File: src/hw/eimp_pkg.sv
// package for the extended interrupt mask and priority block
// assumes an 8-bit special-function register bus driven by the cpu core
package eimp_pkg;
    // special-function register addresses
    localparam logic [7:0] EIMP_ADDR_EN_ONE   = 8'he6;
    localparam logic [7:0] EIMP_ADDR_EN_TWO   = 8'he7;
    localparam logic [7:0] EIMP_ADDR_PRIO_ONE = 8'hf6;

    // reset values
    localparam logic [7:0] EIMP_RST_EN_ONE    = 8'h00;
    localparam logic [7:0] EIMP_RST_EN_TWO    = 8'h00;
    localparam logic [7:0] EIMP_RST_PRIO_ONE  = 8'h00;
    localparam logic [7:0] EIMP_RD_UNMAPPED   = 8'h00;

    // register one bit positions (also source index 0..7)
    localparam int EIMP_B1_SPI          = 0;
    localparam int EIMP_B1_SMBUS        = 1;
    localparam int EIMP_B1_CONV_WINDOW  = 2;
    localparam int EIMP_B1_COUNTER_ARR  = 3;
    localparam int EIMP_B1_CMP_ZERO_F   = 4;
    localparam int EIMP_B1_CMP_ZERO_R   = 5;
    localparam int EIMP_B1_CMP_ONE_F    = 6;
    localparam int EIMP_B1_CMP_ONE_R    = 7;

    // register two bit positions (source index 8..15 minus 8)
    localparam int EIMP_B2_TIMER_THREE  = 0;
    localparam int EIMP_B2_MAIN_EOC     = 1;
    localparam int EIMP_B2_TIMER_FOUR   = 2;
    localparam int EIMP_B2_SLOW_EOC     = 3;
    localparam int EIMP_B2_EXT_SIX      = 4;
    localparam int EIMP_B2_EXT_SEVEN    = 5;
    localparam int EIMP_B2_SECOND_UART  = 6;
    localparam int EIMP_B2_OSC_VALID    = 7;

    // sizes
    localparam int EIMP_REG_W     = 8;
    localparam int EIMP_NUM_SRC   = 16;
    localparam int EIMP_NUM_PRIO  = 8;
    localparam logic EIMP_PRIO_LOW  = 1'b0;
    localparam logic EIMP_PRIO_HIGH = 1'b1;
endpackage

File: src/hw/eimp_gate_if.sv
// interface between the register file and the gating cell
// assumes one clock domain; signals are plain levels
`timescale 1ns/10ps
interface eimp_gate_if #(
    parameter int NUM_SRC  = 16,
    parameter int NUM_PRIO = 8
);
    logic [NUM_SRC-1:0]  flags;
    logic [NUM_SRC-1:0]  enables;
    logic [NUM_PRIO-1:0] prio_bits;
    logic                global_en;
    logic [NUM_SRC-1:0]  req;
    logic [NUM_PRIO-1:0] high;

    modport ctrl (output flags, output enables, output prio_bits, output global_en,
                  input req, input high);
    modport gate (input flags, input enables, input prio_bits, input global_en,
                  output req, output high);
endinterface // eimp_gate_if

File: src/hw/eimp_gate.sv
// combinational gating of source flags by enables, global enable and priority
// assumes the caller registers the results before they leave the block
`timescale 1ns/10ps
module eimp_gate #(
    parameter int NUM_SRC  = 16,
    parameter int NUM_PRIO = 8
) (
    // gating signals
    eimp_gate_if.gate gif
);
    import eimp_pkg::*;

    // flag is never cleared here, so a pending flag shows once enabled
    always_comb begin
        for (int i = 0; i < NUM_SRC; i++) begin
            gif.req[i] = gif.flags[i] & gif.enables[i] & gif.global_en;
        end
    end

    // high level only for a request that is actually forwarded
    always_comb begin
        for (int j = 0; j < NUM_PRIO; j++) begin
            gif.high[j] = gif.req[j] & (gif.prio_bits[j] == EIMP_PRIO_HIGH);
        end
    end
endmodule // eimp_gate

File: src/hw/eimp_top.sv
// extended interrupt mask and priority registers with request gating
// assumes the cpu core drives the sfr bus synchronously and holds the global enable bit
// requests are registered, so they trail their flags and enables by one clock
`timescale 1ns/10ps
module eimp_top #(
    parameter int NUM_SRC  = eimp_pkg::EIMP_NUM_SRC,
    parameter int NUM_PRIO = eimp_pkg::EIMP_NUM_PRIO
) (
    // clock and reset
    input  wire logic                           i_ref_clk,
    input  wire logic                           i_reset,
    // sfr bus from the core
    input  wire logic [7:0]                     i_sfr_addr,
    input  wire logic                           i_sfr_wr,
    input  wire logic                           i_sfr_rd,
    input  wire logic [eimp_pkg::EIMP_REG_W-1:0] i_sfr_wdata,
    output logic      [eimp_pkg::EIMP_REG_W-1:0] o_sfr_rdata,
    output logic                                o_sfr_hit,
    // global enable from the core's own enable register
    input  wire logic                           i_global_irq_en,
    // source flags, levels held by the peripherals
    input  wire logic                           i_spi_done_flag,
    input  wire logic                           i_smbus_flag,
    input  wire logic                           i_converter_window_flag,
    input  wire logic                           i_counter_array_flag,
    input  wire logic                           i_cmp_zero_fall_flag,
    input  wire logic                           i_cmp_zero_rise_flag,
    input  wire logic                           i_cmp_one_fall_flag,
    input  wire logic                           i_cmp_one_rise_flag,
    input  wire logic                           i_timer_three_overflow,
    input  wire logic                           i_main_converter_eoc_flag,
    input  wire logic                           i_timer_four_overflow,
    input  wire logic                           i_slow_converter_eoc_flag,
    input  wire logic                           i_ext_pin_six_flag,
    input  wire logic                           i_ext_pin_seven_flag,
    input  wire logic                           i_second_uart_flag,
    input  wire logic                           i_osc_valid_flag,
    // gated requests to the interrupt sequencer
    output logic      [NUM_SRC-1:0]             o_irq_req,
    output logic      [NUM_PRIO-1:0]            o_irq_high_prio
);
    import eimp_pkg::*;

    logic [EIMP_REG_W-1:0] en_one_ff;
    logic [EIMP_REG_W-1:0] en_two_ff;
    logic [EIMP_REG_W-1:0] prio_one_ff;
    logic [EIMP_REG_W-1:0] nxt_rdata;
    logic                  nxt_hit;
    logic [7:0]            flags_one;
    logic [7:0]            flags_two;
    logic                  wr_en_one;
    logic                  wr_en_two;
    logic                  wr_prio_one;
    logic [EIMP_REG_W-1:0] nxt_en_one;
    logic [EIMP_REG_W-1:0] nxt_en_two;
    logic [EIMP_REG_W-1:0] nxt_prio_one;
    logic [NUM_SRC-1:0]    nxt_irq_req;
    logic [NUM_PRIO-1:0]   nxt_irq_high;

    eimp_gate_if #(.NUM_SRC(NUM_SRC), .NUM_PRIO(NUM_PRIO)) gif ();

    // write strobes, one per register; other addresses fall through untouched
    assign wr_en_one   = i_sfr_wr && (i_sfr_addr == EIMP_ADDR_EN_ONE);
    assign wr_en_two   = i_sfr_wr && (i_sfr_addr == EIMP_ADDR_EN_TWO);
    assign wr_prio_one = i_sfr_wr && (i_sfr_addr == EIMP_ADDR_PRIO_ONE);

    // next value of enable register one; holds unless its strobe is up
    always_comb begin
        nxt_en_one = en_one_ff;
        if (wr_en_one) begin
            nxt_en_one = i_sfr_wdata;
        end
    end

    // next value of enable register two
    always_comb begin
        nxt_en_two = en_two_ff;
        if (wr_en_two) begin
            nxt_en_two = i_sfr_wdata;
        end
    end

    // next value of priority register one
    always_comb begin
        nxt_prio_one = prio_one_ff;
        if (wr_prio_one) begin
            nxt_prio_one = i_sfr_wdata;
        end
    end

    // enable register one; low bits gate counter array, window, smbus, spi
    always_ff @(posedge i_ref_clk) begin
        if (i_reset) begin
            en_one_ff <= EIMP_RST_EN_ONE;
        end else begin
            en_one_ff <= nxt_en_one;
        end
    end

    // enable register two, all sources masked out of reset
    always_ff @(posedge i_ref_clk) begin
        if (i_reset) begin
            en_two_ff <= EIMP_RST_EN_TWO;
        end else begin
            en_two_ff <= nxt_en_two;
        end
    end

    // priority register one
    always_ff @(posedge i_ref_clk) begin
        if (i_reset) begin
            prio_one_ff <= EIMP_RST_PRIO_ONE;
        end else begin
            prio_one_ff <= nxt_prio_one;
        end
    end

    // read decode; unmapped addresses read zero and do not claim the bus
    always_comb begin
        nxt_rdata = EIMP_RD_UNMAPPED;
        nxt_hit   = 1'b0;
        if (i_sfr_rd) begin
            unique case (i_sfr_addr)
                EIMP_ADDR_EN_ONE: begin
                    nxt_rdata = en_one_ff;
                    nxt_hit   = 1'b1;
                end
                EIMP_ADDR_EN_TWO: begin
                    nxt_rdata = en_two_ff;
                    nxt_hit   = 1'b1;
                end
                EIMP_ADDR_PRIO_ONE: begin
                    nxt_rdata = prio_one_ff;
                    nxt_hit   = 1'b1;
                end
                default: begin
                    nxt_rdata = EIMP_RD_UNMAPPED;
                    nxt_hit   = 1'b0;
                end
            endcase
        end
    end

    // registered read answer, one cycle after the strobe
    always_ff @(posedge i_ref_clk) begin
        if (i_reset) begin
            o_sfr_rdata <= EIMP_RD_UNMAPPED;
            o_sfr_hit   <= 1'b0;
        end else begin
            o_sfr_rdata <= nxt_rdata;
            o_sfr_hit   <= nxt_hit;
        end
    end

    // pack flags into register-bit order so enables line up bit for bit
    always_comb begin
        flags_one = 8'h00;
        flags_one[EIMP_B1_SPI]         = i_spi_done_flag;
        flags_one[EIMP_B1_SMBUS]       = i_smbus_flag;
        flags_one[EIMP_B1_CONV_WINDOW] = i_converter_window_flag;
        flags_one[EIMP_B1_COUNTER_ARR] = i_counter_array_flag;
        flags_one[EIMP_B1_CMP_ZERO_F]  = i_cmp_zero_fall_flag;
        flags_one[EIMP_B1_CMP_ZERO_R]  = i_cmp_zero_rise_flag;
        flags_one[EIMP_B1_CMP_ONE_F]   = i_cmp_one_fall_flag;
        flags_one[EIMP_B1_CMP_ONE_R]   = i_cmp_one_rise_flag;
    end

    // second group in enable-two bit order
    always_comb begin
        flags_two = 8'h00;
        flags_two[EIMP_B2_TIMER_THREE] = i_timer_three_overflow;
        flags_two[EIMP_B2_MAIN_EOC]    = i_main_converter_eoc_flag;
        flags_two[EIMP_B2_TIMER_FOUR]  = i_timer_four_overflow;
        flags_two[EIMP_B2_SLOW_EOC]    = i_slow_converter_eoc_flag;
        flags_two[EIMP_B2_EXT_SIX]     = i_ext_pin_six_flag;
        flags_two[EIMP_B2_EXT_SEVEN]   = i_ext_pin_seven_flag;
        flags_two[EIMP_B2_SECOND_UART] = i_second_uart_flag;
        flags_two[EIMP_B2_OSC_VALID]   = i_osc_valid_flag;
    end

    // feed the gating cell; each enable bit sits over its own flag
    assign gif.flags     = {flags_two, flags_one};
    assign gif.enables   = {en_two_ff, en_one_ff};
    assign gif.prio_bits = prio_one_ff;
    assign gif.global_en = i_global_irq_en;

    eimp_gate #(
        .NUM_SRC  (NUM_SRC),
        .NUM_PRIO (NUM_PRIO)
    ) u_gate (
        .gif (gif)
    );

    // next request levels, taken straight from the gating cell
    assign nxt_irq_req  = gif.req;
    assign nxt_irq_high = gif.high;

    // registered request outputs; costs one cycle of latency, keeps outputs glitch free
    always_ff @(posedge i_ref_clk) begin
        if (i_reset) begin
            o_irq_req       <= '0;
            o_irq_high_prio <= '0;
        end else begin
            o_irq_req       <= nxt_irq_req;
            o_irq_high_prio <= nxt_irq_high;
        end
    end
endmodule // eimp_top

File: config.mk
export PLATFORM = sky130hd
export DESIGN_NAME = eimp_top
export DESIGN_NICKNAME = d
export VERILOG_FILES = /design/src/hw/eimp_pkg.sv /design/src/hw/eimp_gate_if.sv /design/src/hw/eimp_gate.sv /design/src/hw/eimp_top.sv
export SDC_FILE = /design/constraint.sdc
export NUM_CORES = 1
export LEC_CHECK = 0
export BUFFER_PORTS_ARGS = -buffer_cell sky130_fd_sc_hd__buf_4
export CORE_ASPECT_RATIO = 1.1
export CORE_MARGIN = 2
export CORE_UTILIZATION = 49
export DETAILED_ROUTE_END_ITERATION = 16
export HOLD_SLACK_MARGIN = 0.08
export PLACE_DENSITY = 0.78
export SKIP_LAST_GASP = 1
export SYNTH_ARGS = -nofsm -noshare
export SYNTH_HDL_FRONTEND = slang
export SYNTH_SLANG_ARGS = --single-unit
File: constraint.sdc
create_clock -name i_ref_clk -period 1.6 [get_ports i_ref_clk]
set_clock_uncertainty 0.05 [all_clocks]
set_input_delay 0.16 -clock i_ref_clk [delete_from_list [all_inputs] [get_ports i_ref_clk]]
set_output_delay 0.16 -clock i_ref_clk [all_outputs]
set_load 0.02 [all_outputs]
# Yosys cells after proc, flatten, opt, wreduce, memory -nomap -nowiden
# Cells that the tools add are included.
[totals]
ff_bits = 57
latchBits = 0
ram_bits = 0
romBits = 0
input_bits = 37
output_inout_bits = 33
wordCells = 58
memories = 0
[op_classes]
add_sub_neg = 0
mul = 0
div = 0
magnitude_cmp = 0
eq_ne = 3
shifts = 0
n_mux = 2
n_bitwise = 41
n_reduce_logical = 5
[op_table]
columns = ["op", "n"]
rows = [
  ["$and A1 B1 Y1", 40],
  ["$eq A8 B8 Y1 const B", 3],
  ["$pmux W8 S3", 1],
  ["$logic_and A1 B1 Y1", 3],
  ["$reduce_or A3 Y1", 1],
  ["$reduce_or A2 Y1", 1],
  ["$mux W1", 1],
  ["$not A1 Y1", 1],
]

# Logic depth before layout (Yosys ltp)
# Gate-level depths: netlist (run 1).
[depth]
word_depth = 3
mapped_depth = 5
ltp_nobuf = 3

# Hierarchy
# From an unflattened synthesis (run 1), not the netlist that was laid out.
[hier_totals]
cells_unflattened = 223
area_unflattened_um2 = 2352.3
[by_module_without_submodules]
columns = ["mod", "n_inst", "cells_per_inst", "area_each_um2", "seq_area_each_um2"]
rows = [
  ["eimp_top", 1, 197, 2169.6, 1141.1],
  ["eimp_gate", 1, 26, 182.7, 0.0],
]

# Least setup slack after synthesis (run 1)
# OpenSTA, ideal clock, no wires.
[synth_timing]
kind = "in2reg"
from = "input port i_sfr_addr[1]"
to = "register en_one_ff[0]"
setup_ps = 124
arrival_ps = 1088
t_required_ps = 1426
slack_ps = 338
path_stages = 4
n_path_buf = 1
path_cell_list = "nand4_2 -> or4_1 -> buf_2 -> mux2i_1"
[synth_via]
elab_chain_cells = 2
[synth_rtl]
columns = ["item", "line_no", "rtl"]
rows = [
  ["start, declared", "eimp_top.sv:13", "input wire logic [7:0] i_sfr_addr,"],
  ["$eq A8 B8 Y1", "eimp_top.sv:63", "assign wr_en_one = i_sfr_wr && (i_sfr_addr == EIMP_ADDR_EN_ONE);"],
  ["$logic_and A1 B1 Y1", "eimp_top.sv:63", ""],
  ["end signal, assigned", "eimp_top.sv:96", "en_one_ff <= nxt_en_one;"],
  ["end, declared", "eimp_top.sv:44", "logic [EIMP_REG_W-1:0] en_one_ff;"],
]
# No other way between the ends.
# A chain may end at the register's enable or synchronous reset.

==> results of run 1 <==
==> flip-flops by register name, summed over array words and instances, names as in the netlist <==
| name | cells |
|---|---|
| gif.prio_bits | 8 |
| en_two_ff | 8 |
| o_sfr_rdata | 8 |
| en_one_ff | 8 |
| o_irq_high_prio | 8 |
| o_sfr_hit | 1 |
| o_irq_req | 16 |
==> how the worst max path moves through the flow <==
stage	from	to	slack, ns	cells past startpoint
after global routing	i_reset	o_irq_high_prio[5]	0.16	4
after CTS	i_reset	o_irq_high_prio[2]	0.29	4
after detailed placement	i_reset	o_irq_high_prio[4]	-0.02	4
after floorplan	i_sfr_addr[1]	en_one_ff[0]	0.34	4
final	i_reset	o_irq_high_prio[4]	0.28	4
after global placement	i_reset	o_irq_high_prio[3]	0.03	4
==> layout by cell type (no fill, tap or decap) <==
cell	netlist	layout
sky130_fd_sc_hd__clkinvlp_4	0	1
sky130_fd_sc_hd__nand3b_1	1	1
sky130_fd_sc_hd__nand4_2	1	1
sky130_fd_sc_hd__and2b_2	1	1
sky130_fd_sc_hd__nor2_1	8	8
sky130_fd_sc_hd__inv_4	1	1
sky130_fd_sc_hd__buf_4	0	76
sky130_fd_sc_hd__bufinv_16	0	3
sky130_fd_sc_hd__mux2i_1	32	32
sky130_fd_sc_hd__or4_1	1	1
sky130_fd_sc_hd__dlygate4sd3_1	0	16
sky130_fd_sc_hd__nor4_4	1	1
sky130_fd_sc_hd__a2111o_1	1	1
sky130_fd_sc_hd__nor3b_2	0	1
sky130_fd_sc_hd__dfxtp_1	57	57
sky130_fd_sc_hd__clkbuf_8	0	12
sky130_fd_sc_hd__a2bb2oi_1	8	8
sky130_fd_sc_hd__inv_1	1	1
sky130_fd_sc_hd__and2_1	8	8
sky130_fd_sc_hd__nor2b_1	1	1
sky130_fd_sc_hd__nand2b_1	34	34
sky130_fd_sc_hd__and3_1	16	16
==> kinds of logic after synthesis <==
| logic type | share of synthesized area [%] |
|---|---|
| compound gates | 3.93 |
| flops | 55.2 |
| mux | 15.5 |
| buf+inv | 2.91 |
| simple gates | 22.5 |
==> critical path, stage by stage <==
cell                      delay (ns)
sky130_fd_sc_hd__buf_4          0.11
sky130_fd_sc_hd__nor2b_1        0.84
sky130_fd_sc_hd__and3_1         0.30
sky130_fd_sc_hd__and2_1         0.12
==> where the power goes <==
group          switching [mW]  internal (mW)
clock                   0.546           1.16
sequential           0.000593           1.42
combinational          0.0654          0.113
total                   0.612           2.70
==> per-layer routing <==
| layer | part of all wire [%] | vias up | track usage, % | wire length, um |
|---|---|---|---|---|
| met5 | 0 | - | 0 | 0 |
| met4 | 1.4 | 0 | 11.8 | 65 |
| met3 | 5.8 | 6 | 4.81 | 268 |
| met2 | 51 | 58 | 36.7 | 2360 |
| met1 | 41 | 741 | 23.4 | 1910 |
| li1 | - | 809 | - | - |
==> layout make-up <==
cell class	count	area, um^2
multi-input combinational	114	871
sequential	57	1140
tap	52	65.1
clock inverter	4	97.6
fill	261	913
inverter	2	10.0
timing repair buffer	92	731
clock buffer	12	165
==> repair_timing <==
item                      in CTS  in global routing
hold endpoints to repair      16                  0
hold buffers                  16                  0
setup buffers                  0                  0
==> summary.txt, run 1 <==
OUTCOME
----------------------------------------------------------------------------------
Result of the run                                                     complete, no violations

SYNTH
----------------------------------------------------------------------------------
Share of the synthesized area in the top cell type                           55.2%
Dominant cells by area after synthesis                                sky130_fd_sc_hd__dfxtp_1, sky130_fd_sc_hd__mux2i_1, sky130_fd_sc_hd__nand2b_1
Post-synth cell types                                                           20
Most frequent cells after synthesis                                   sky130_fd_sc_hd__dfxtp_1, sky130_fd_sc_hd__nand2b_1, sky130_fd_sc_hd__mux2i_1
Mapped Avg Cell Area                                                     11.3 um^2
Share of the yosys chip area belonging to registers                          55.2%
Number of flops mapped to enable cells by yosys                                  0
Cell with the most instances after synthesis                          sky130_fd_sc_hd__dfxtp_1
Cell area after synthesis                                                2070 um^2
Dominant cell type by area after synthesis                            sky130_fd_sc_hd__dfxtp_1
Syn Nets                                                                       220
Most common flop cell mapped by yosys                                 sky130_fd_sc_hd__dfxtp_1
Number of cells produced by synthesis                                          183
Flip-flop and latch count after synthesis                                       57
Share of synthesized registers carrying an async set or reset                   0%
Number of synthesis warnings                                                     0

ROUTE
----------------------------------------------------------------------------------
Vias per Instance                                                             4.85
Via total after detailed routing                                              1614
Number of nets with antenna violations after routing                             0
Wirelength, routed                                                         4600 um
Number of design rule violations left after detail routing                       0
1st-pass router iterations                                                       4
Detailed Route Iter0 Violations                                                 47
Average detailed-routed wire length per instance                           13.8 um

FLOORPLAN
----------------------------------------------------------------------------------
Die Span Y                                                                 72.1 um
Starting density of the core                                                 51.8%
Floorplan die area                                                       4750 um^2
Number of I/O pins                                                              70
Core Region                                                              3990 um^2
Row Count                                                                       24
Width of the die                                                           65.9 um

STA
----------------------------------------------------------------------------------
Timing-limited maximum frequency                                           756 MHz
Headroom to the max-slew limit                                               25.7%
Final Hold Viols                                                                 0
Setup repair after global routing missed its margin                             no
Transition time at the pin with the least slew margin                      1.11 ns
Worst setup slack after layout                                            0.277 ns
Minimum period implied by the final worst setup slack                      1.32 ns
Final number of max-transition violations                                        0
Final setup vio count                                                            0
Final-layout setup total negative slack                                       0 ns
Fraction of the cycle the final worst path needs                             82.7%
Worst-case hold slack                                                    0.0944 ns

GLOBAL ROUTE
----------------------------------------------------------------------------------
Global-route usage over all layers                                           21.0%
Initial antenna violation count                                                  0
Pin count of the biggest net entering global routing                            34
Via count of the first global-routing pass                                    1664
Total overflow reported by the global router                                     0
Global-route wire length before repair                                     7420 um

CRITICAL PATH
----------------------------------------------------------------------------------
Launch point of the worst reg-to-reg path                             en_two_ff[6]
CP startpoint kind                                                       input pin
Nature of the critical path endpoint                                     flip-flop
WP data required                                                           1.82 ns
Crit path DAT                                                              1.54 ns
Crit path max fanout                                                            16
Setup slack on the worst flop-to-flop path                                 0.75 ns
Capture point of the worst reg-to-reg path                            o_sfr_rdata[6]
Category of the most critical setup path                              input pin to flip-flop
Worst R2R Path Depth                                                             3

PLACED DESIGN
----------------------------------------------------------------------------------
GP Congestion                                                                0.692
Number of cells in the design after placement                                  301
Pre-CTS worst setup slack                                               -0.0196 ns
Placement-stage cell area                                                2660 um^2
Input/output buffers                                                            69
Detailed Place HPWL                                                        2910 um

POWER AND IR DROP
----------------------------------------------------------------------------------
Peak supply drop                                                        0.000644 V
Leakage Power                                                              1.43 nW
PwrDens                                                               1070 nW/um^2
Power, Total                                                               3.31 mW

FINAL LAYOUT
----------------------------------------------------------------------------------
Final net count                                                                313
Post-route design area                                                   3080 um^2
Number of antenna diodes                                                         0
Share of final-layout standard cells stronger than drive strength 1          34.5%
Core Util, Final                                                             77.1%
Final cell count without fillers                                               333
P&R area growth vs syn                                                       49.0%

HOLD PATH
----------------------------------------------------------------------------------
Hold Path End                                                         en_one_ff[5]
Path class of the lowest-slack min-delay path                         input pin to flip-flop
Hold path startpoint                                                  i_sfr_wdata[5]
Number of cells on the worst hold path                                           3

CLOCKING
----------------------------------------------------------------------------------
Count of instances resized after the clock tree is built                         0
Cts bufs inserted                                                                9
H-tree Lvls                                                                      3
Number of sinks handled by clock tree synthesis                                 57
Maximum buffer depth of the clock tree                                           2
Clock slew at reported path FFs                                            0.06 ns
TritonCTS clock tree                                                           yes
Insertion delay to the later sink of the worst-skew pair                   0.32 ns
Clock tree root driver cell                                           sky130_fd_sc_hd__clkbuf_8

JOB
----------------------------------------------------------------------------------
Maximum Capacitance Violations                                                   0

(Power assumes the default switching activity.)
==> inputs of run 2 (changes only) <==
CORE_UTILIZATION = 44   (was 49)
PLACE_DENSITY = 0.74   (was 0.78)
clock period = 1.1 ns   (was 1.6 ns; I/O delays follow)
==> summary.txt, run 2 (synthesis gave the netlist of run 1 again) <==
ROUTE
----------------------------------------------------------------------------------
Average detailed-routed wire length per instance                           13.0 um
Number of nets with antenna violations after routing                             0
Wirelength, routed                                                         4610 um
Detailed Route Iter0 Violations                                                 88
Number of design rule violations left after detail routing                       0
Vias per Instance                                                             4.66
1st-pass router iterations                                                       4
Via total after detailed routing                                              1651

FINAL LAYOUT
----------------------------------------------------------------------------------
P&R area growth vs syn                                                       54.2%
Core Util, Final                                                             69.5%
Register with the highest flop count                                     o_irq_req
Most frequent cells in the layout                                     sky130_fd_sc_hd__buf_4, sky130_fd_sc_hd__dfxtp_1, sky130_fd_sc_hd__nand2b_1
Final net count                                                                330
Largest register FFs                                                            16
Number of antenna diodes                                                         0
Share of final-layout standard cells stronger than drive strength 1          35.6%
Most common cell after layout, fill and taps aside                    sky130_fd_sc_hd__buf_4

JOB
----------------------------------------------------------------------------------
Maximum Capacitance Violations                                                   0

GLOBAL ROUTE
----------------------------------------------------------------------------------
Global-route usage over all layers                                           19.1%
Global-route wire length before repair                                     7570 um
Via count of the first global-routing pass                                    1597
Initial antenna violation count                                                  0
Total overflow reported by the global router                                     0
Pin count of the biggest net entering global routing                            33

FLOORPLAN
----------------------------------------------------------------------------------
Die Span Y                                                                 75.9 um
Row Count                                                                       26
Floorplan die area                                                       5260 um^2
Starting density of the core                                                 45.1%
Number of I/O pins                                                              70
Core Region                                                              4590 um^2
Width of the die                                                           69.4 um

CLOCKING
----------------------------------------------------------------------------------
Clock slew at reported path FFs                                            0.06 ns
Maximum buffer depth of the clock tree                                           2
Number of sinks handled by clock tree synthesis                                 57
Clock tree root driver cell                                           sky130_fd_sc_hd__clkbuf_8
Insertion delay to the later sink of the worst-skew pair                   0.32 ns
H-tree Lvls                                                                      3
TritonCTS clock tree                                                           yes
Buffers inserted by post-CTS timing repair                                       0
Cts bufs inserted                                                                9

CRITICAL PATH
----------------------------------------------------------------------------------
CP startpoint kind                                                       input pin
Setup slack on the worst flop-to-flop path                                 0.19 ns
Crit path max fanout                                                             9
WP data required                                                           1.30 ns
Worst R2R Path Depth                                                             3
Launch point of the worst reg-to-reg path                             en_two_ff[6]
Capture point of the worst reg-to-reg path                            o_sfr_rdata[6]
Category of the most critical setup path                              input pin to flip-flop
Crit path DAT                                                              1.18 ns
Nature of the critical path endpoint                                     flip-flop

STA
----------------------------------------------------------------------------------
Worst-case hold slack                                                     0.196 ns
Final-layout setup total negative slack                                       0 ns
Transition time at the pin with the least slew margin                     0.362 ns
Fraction of the cycle the final worst path needs                             88.8%
Final number of max-transition violations                                        0
Final Hold Viols                                                                 0
Timing-limited maximum frequency                                          1020 MHz
Headroom to the max-slew limit                                               75.8%
Setup repair after global routing missed its margin                             no
Final setup vio count                                                            0
Minimum period implied by the final worst setup slack                     0.977 ns

OUTCOME
----------------------------------------------------------------------------------
Result of the run                                                     complete, no violations

HOLD PATH
----------------------------------------------------------------------------------
Number of cells on the worst hold path                                           4
Path class of the lowest-slack min-delay path                         input pin to flip-flop
Hold Path End                                                         en_one_ff[0]
Hold path startpoint                                                  i_sfr_addr[4]

PLACED DESIGN
----------------------------------------------------------------------------------
Input/output buffers                                                            69
Detailed Place HPWL                                                        3120 um
GP Congestion                                                                0.714

POWER AND IR DROP
----------------------------------------------------------------------------------
PwrDens                                                               1330 nW/um^2
Peak supply drop                                                        0.000651 V
Leakage Power                                                              1.48 nW
Power, Total                                                               4.25 mW

## run 2: cell types whose count changed in the layout (fill, tap and decap cells not counted), sizes merged
cell         change
buf              +9
clkbuf           -2
clkinv           +4
dlygate4sd3      +8
bufinv           -2
## run 2: worst max path at each step
stage / startpoint / endpoint / slack, ns / cells after the start
floorplan: i_sfr_addr[3] / en_one_ff[0] / -0.07 / 4
global placement: i_sfr_addr[1] / o_sfr_rdata[0] / -0.18 / 5
detailed placement: i_sfr_addr[1] / o_sfr_rdata[6] / -0.22 / 5
CTS: i_sfr_addr[1] / o_sfr_rdata[6] / 0.13 / 5
global route: i_sfr_addr[1] / o_sfr_rdata[5] / 0.05 / 5
finish: i_sfr_addr[1] / o_sfr_rdata[6] / 0.12 / 5
## run 2: power by group
group	internal (mW)	switching, mW	total [mW]
clock	1.09	0.781	1.87
combinational	0.206	0.110	0.316
sequential	2.07	0.000850	2.07
total	3.36	0.892	4.25
## run 2: what timing repair did
action                    in CTS  in global routing
hold buffers                  24                  0
hold endpoints to repair      37                  0
gates resized for setup        0                  0
## run 2: worst max-delay path, cell delays in order
cell	delay, ns
sky130_fd_sc_hd__buf_4	0.09
sky130_fd_sc_hd__nand4_4	0.09
sky130_fd_sc_hd__buf_4	0.16
sky130_fd_sc_hd__a2111o_1	0.55
sky130_fd_sc_hd__nor2_1	0.17
## run 2: final cells by class
class / instances / area [um^2]
fill: 358 / 1400
sequential: 57 / 1140
timing repair buffer: 109 / 891
multi-input combinational: 114 / 880
clock buffer: 10 / 138
tap: 56 / 70.1
clock inverter: 6 / 57.6
inverter: 2 / 10.0
## run 2: metal layers
| metal | wire length (um) | global-route usage, % |
|---|---|---|
| met4 | 83 | 9.80 |
| met1 | 2080 | 24.1 |
| met3 | 255 | 4.89 |
| met2 | 2190 | 30.8 |
| met5 | 0 | 0 |
## run 2: through the flow
stage,setup WS [ns],cell area (um^2),cells
floorplan,-0.0732,2100,183
global route,0.0522,3190,354
CTS,0.131,3190,354
finish,0.123,3190,354
global placement,-0.181,2750,314
detailed placement,-0.221,2750,314
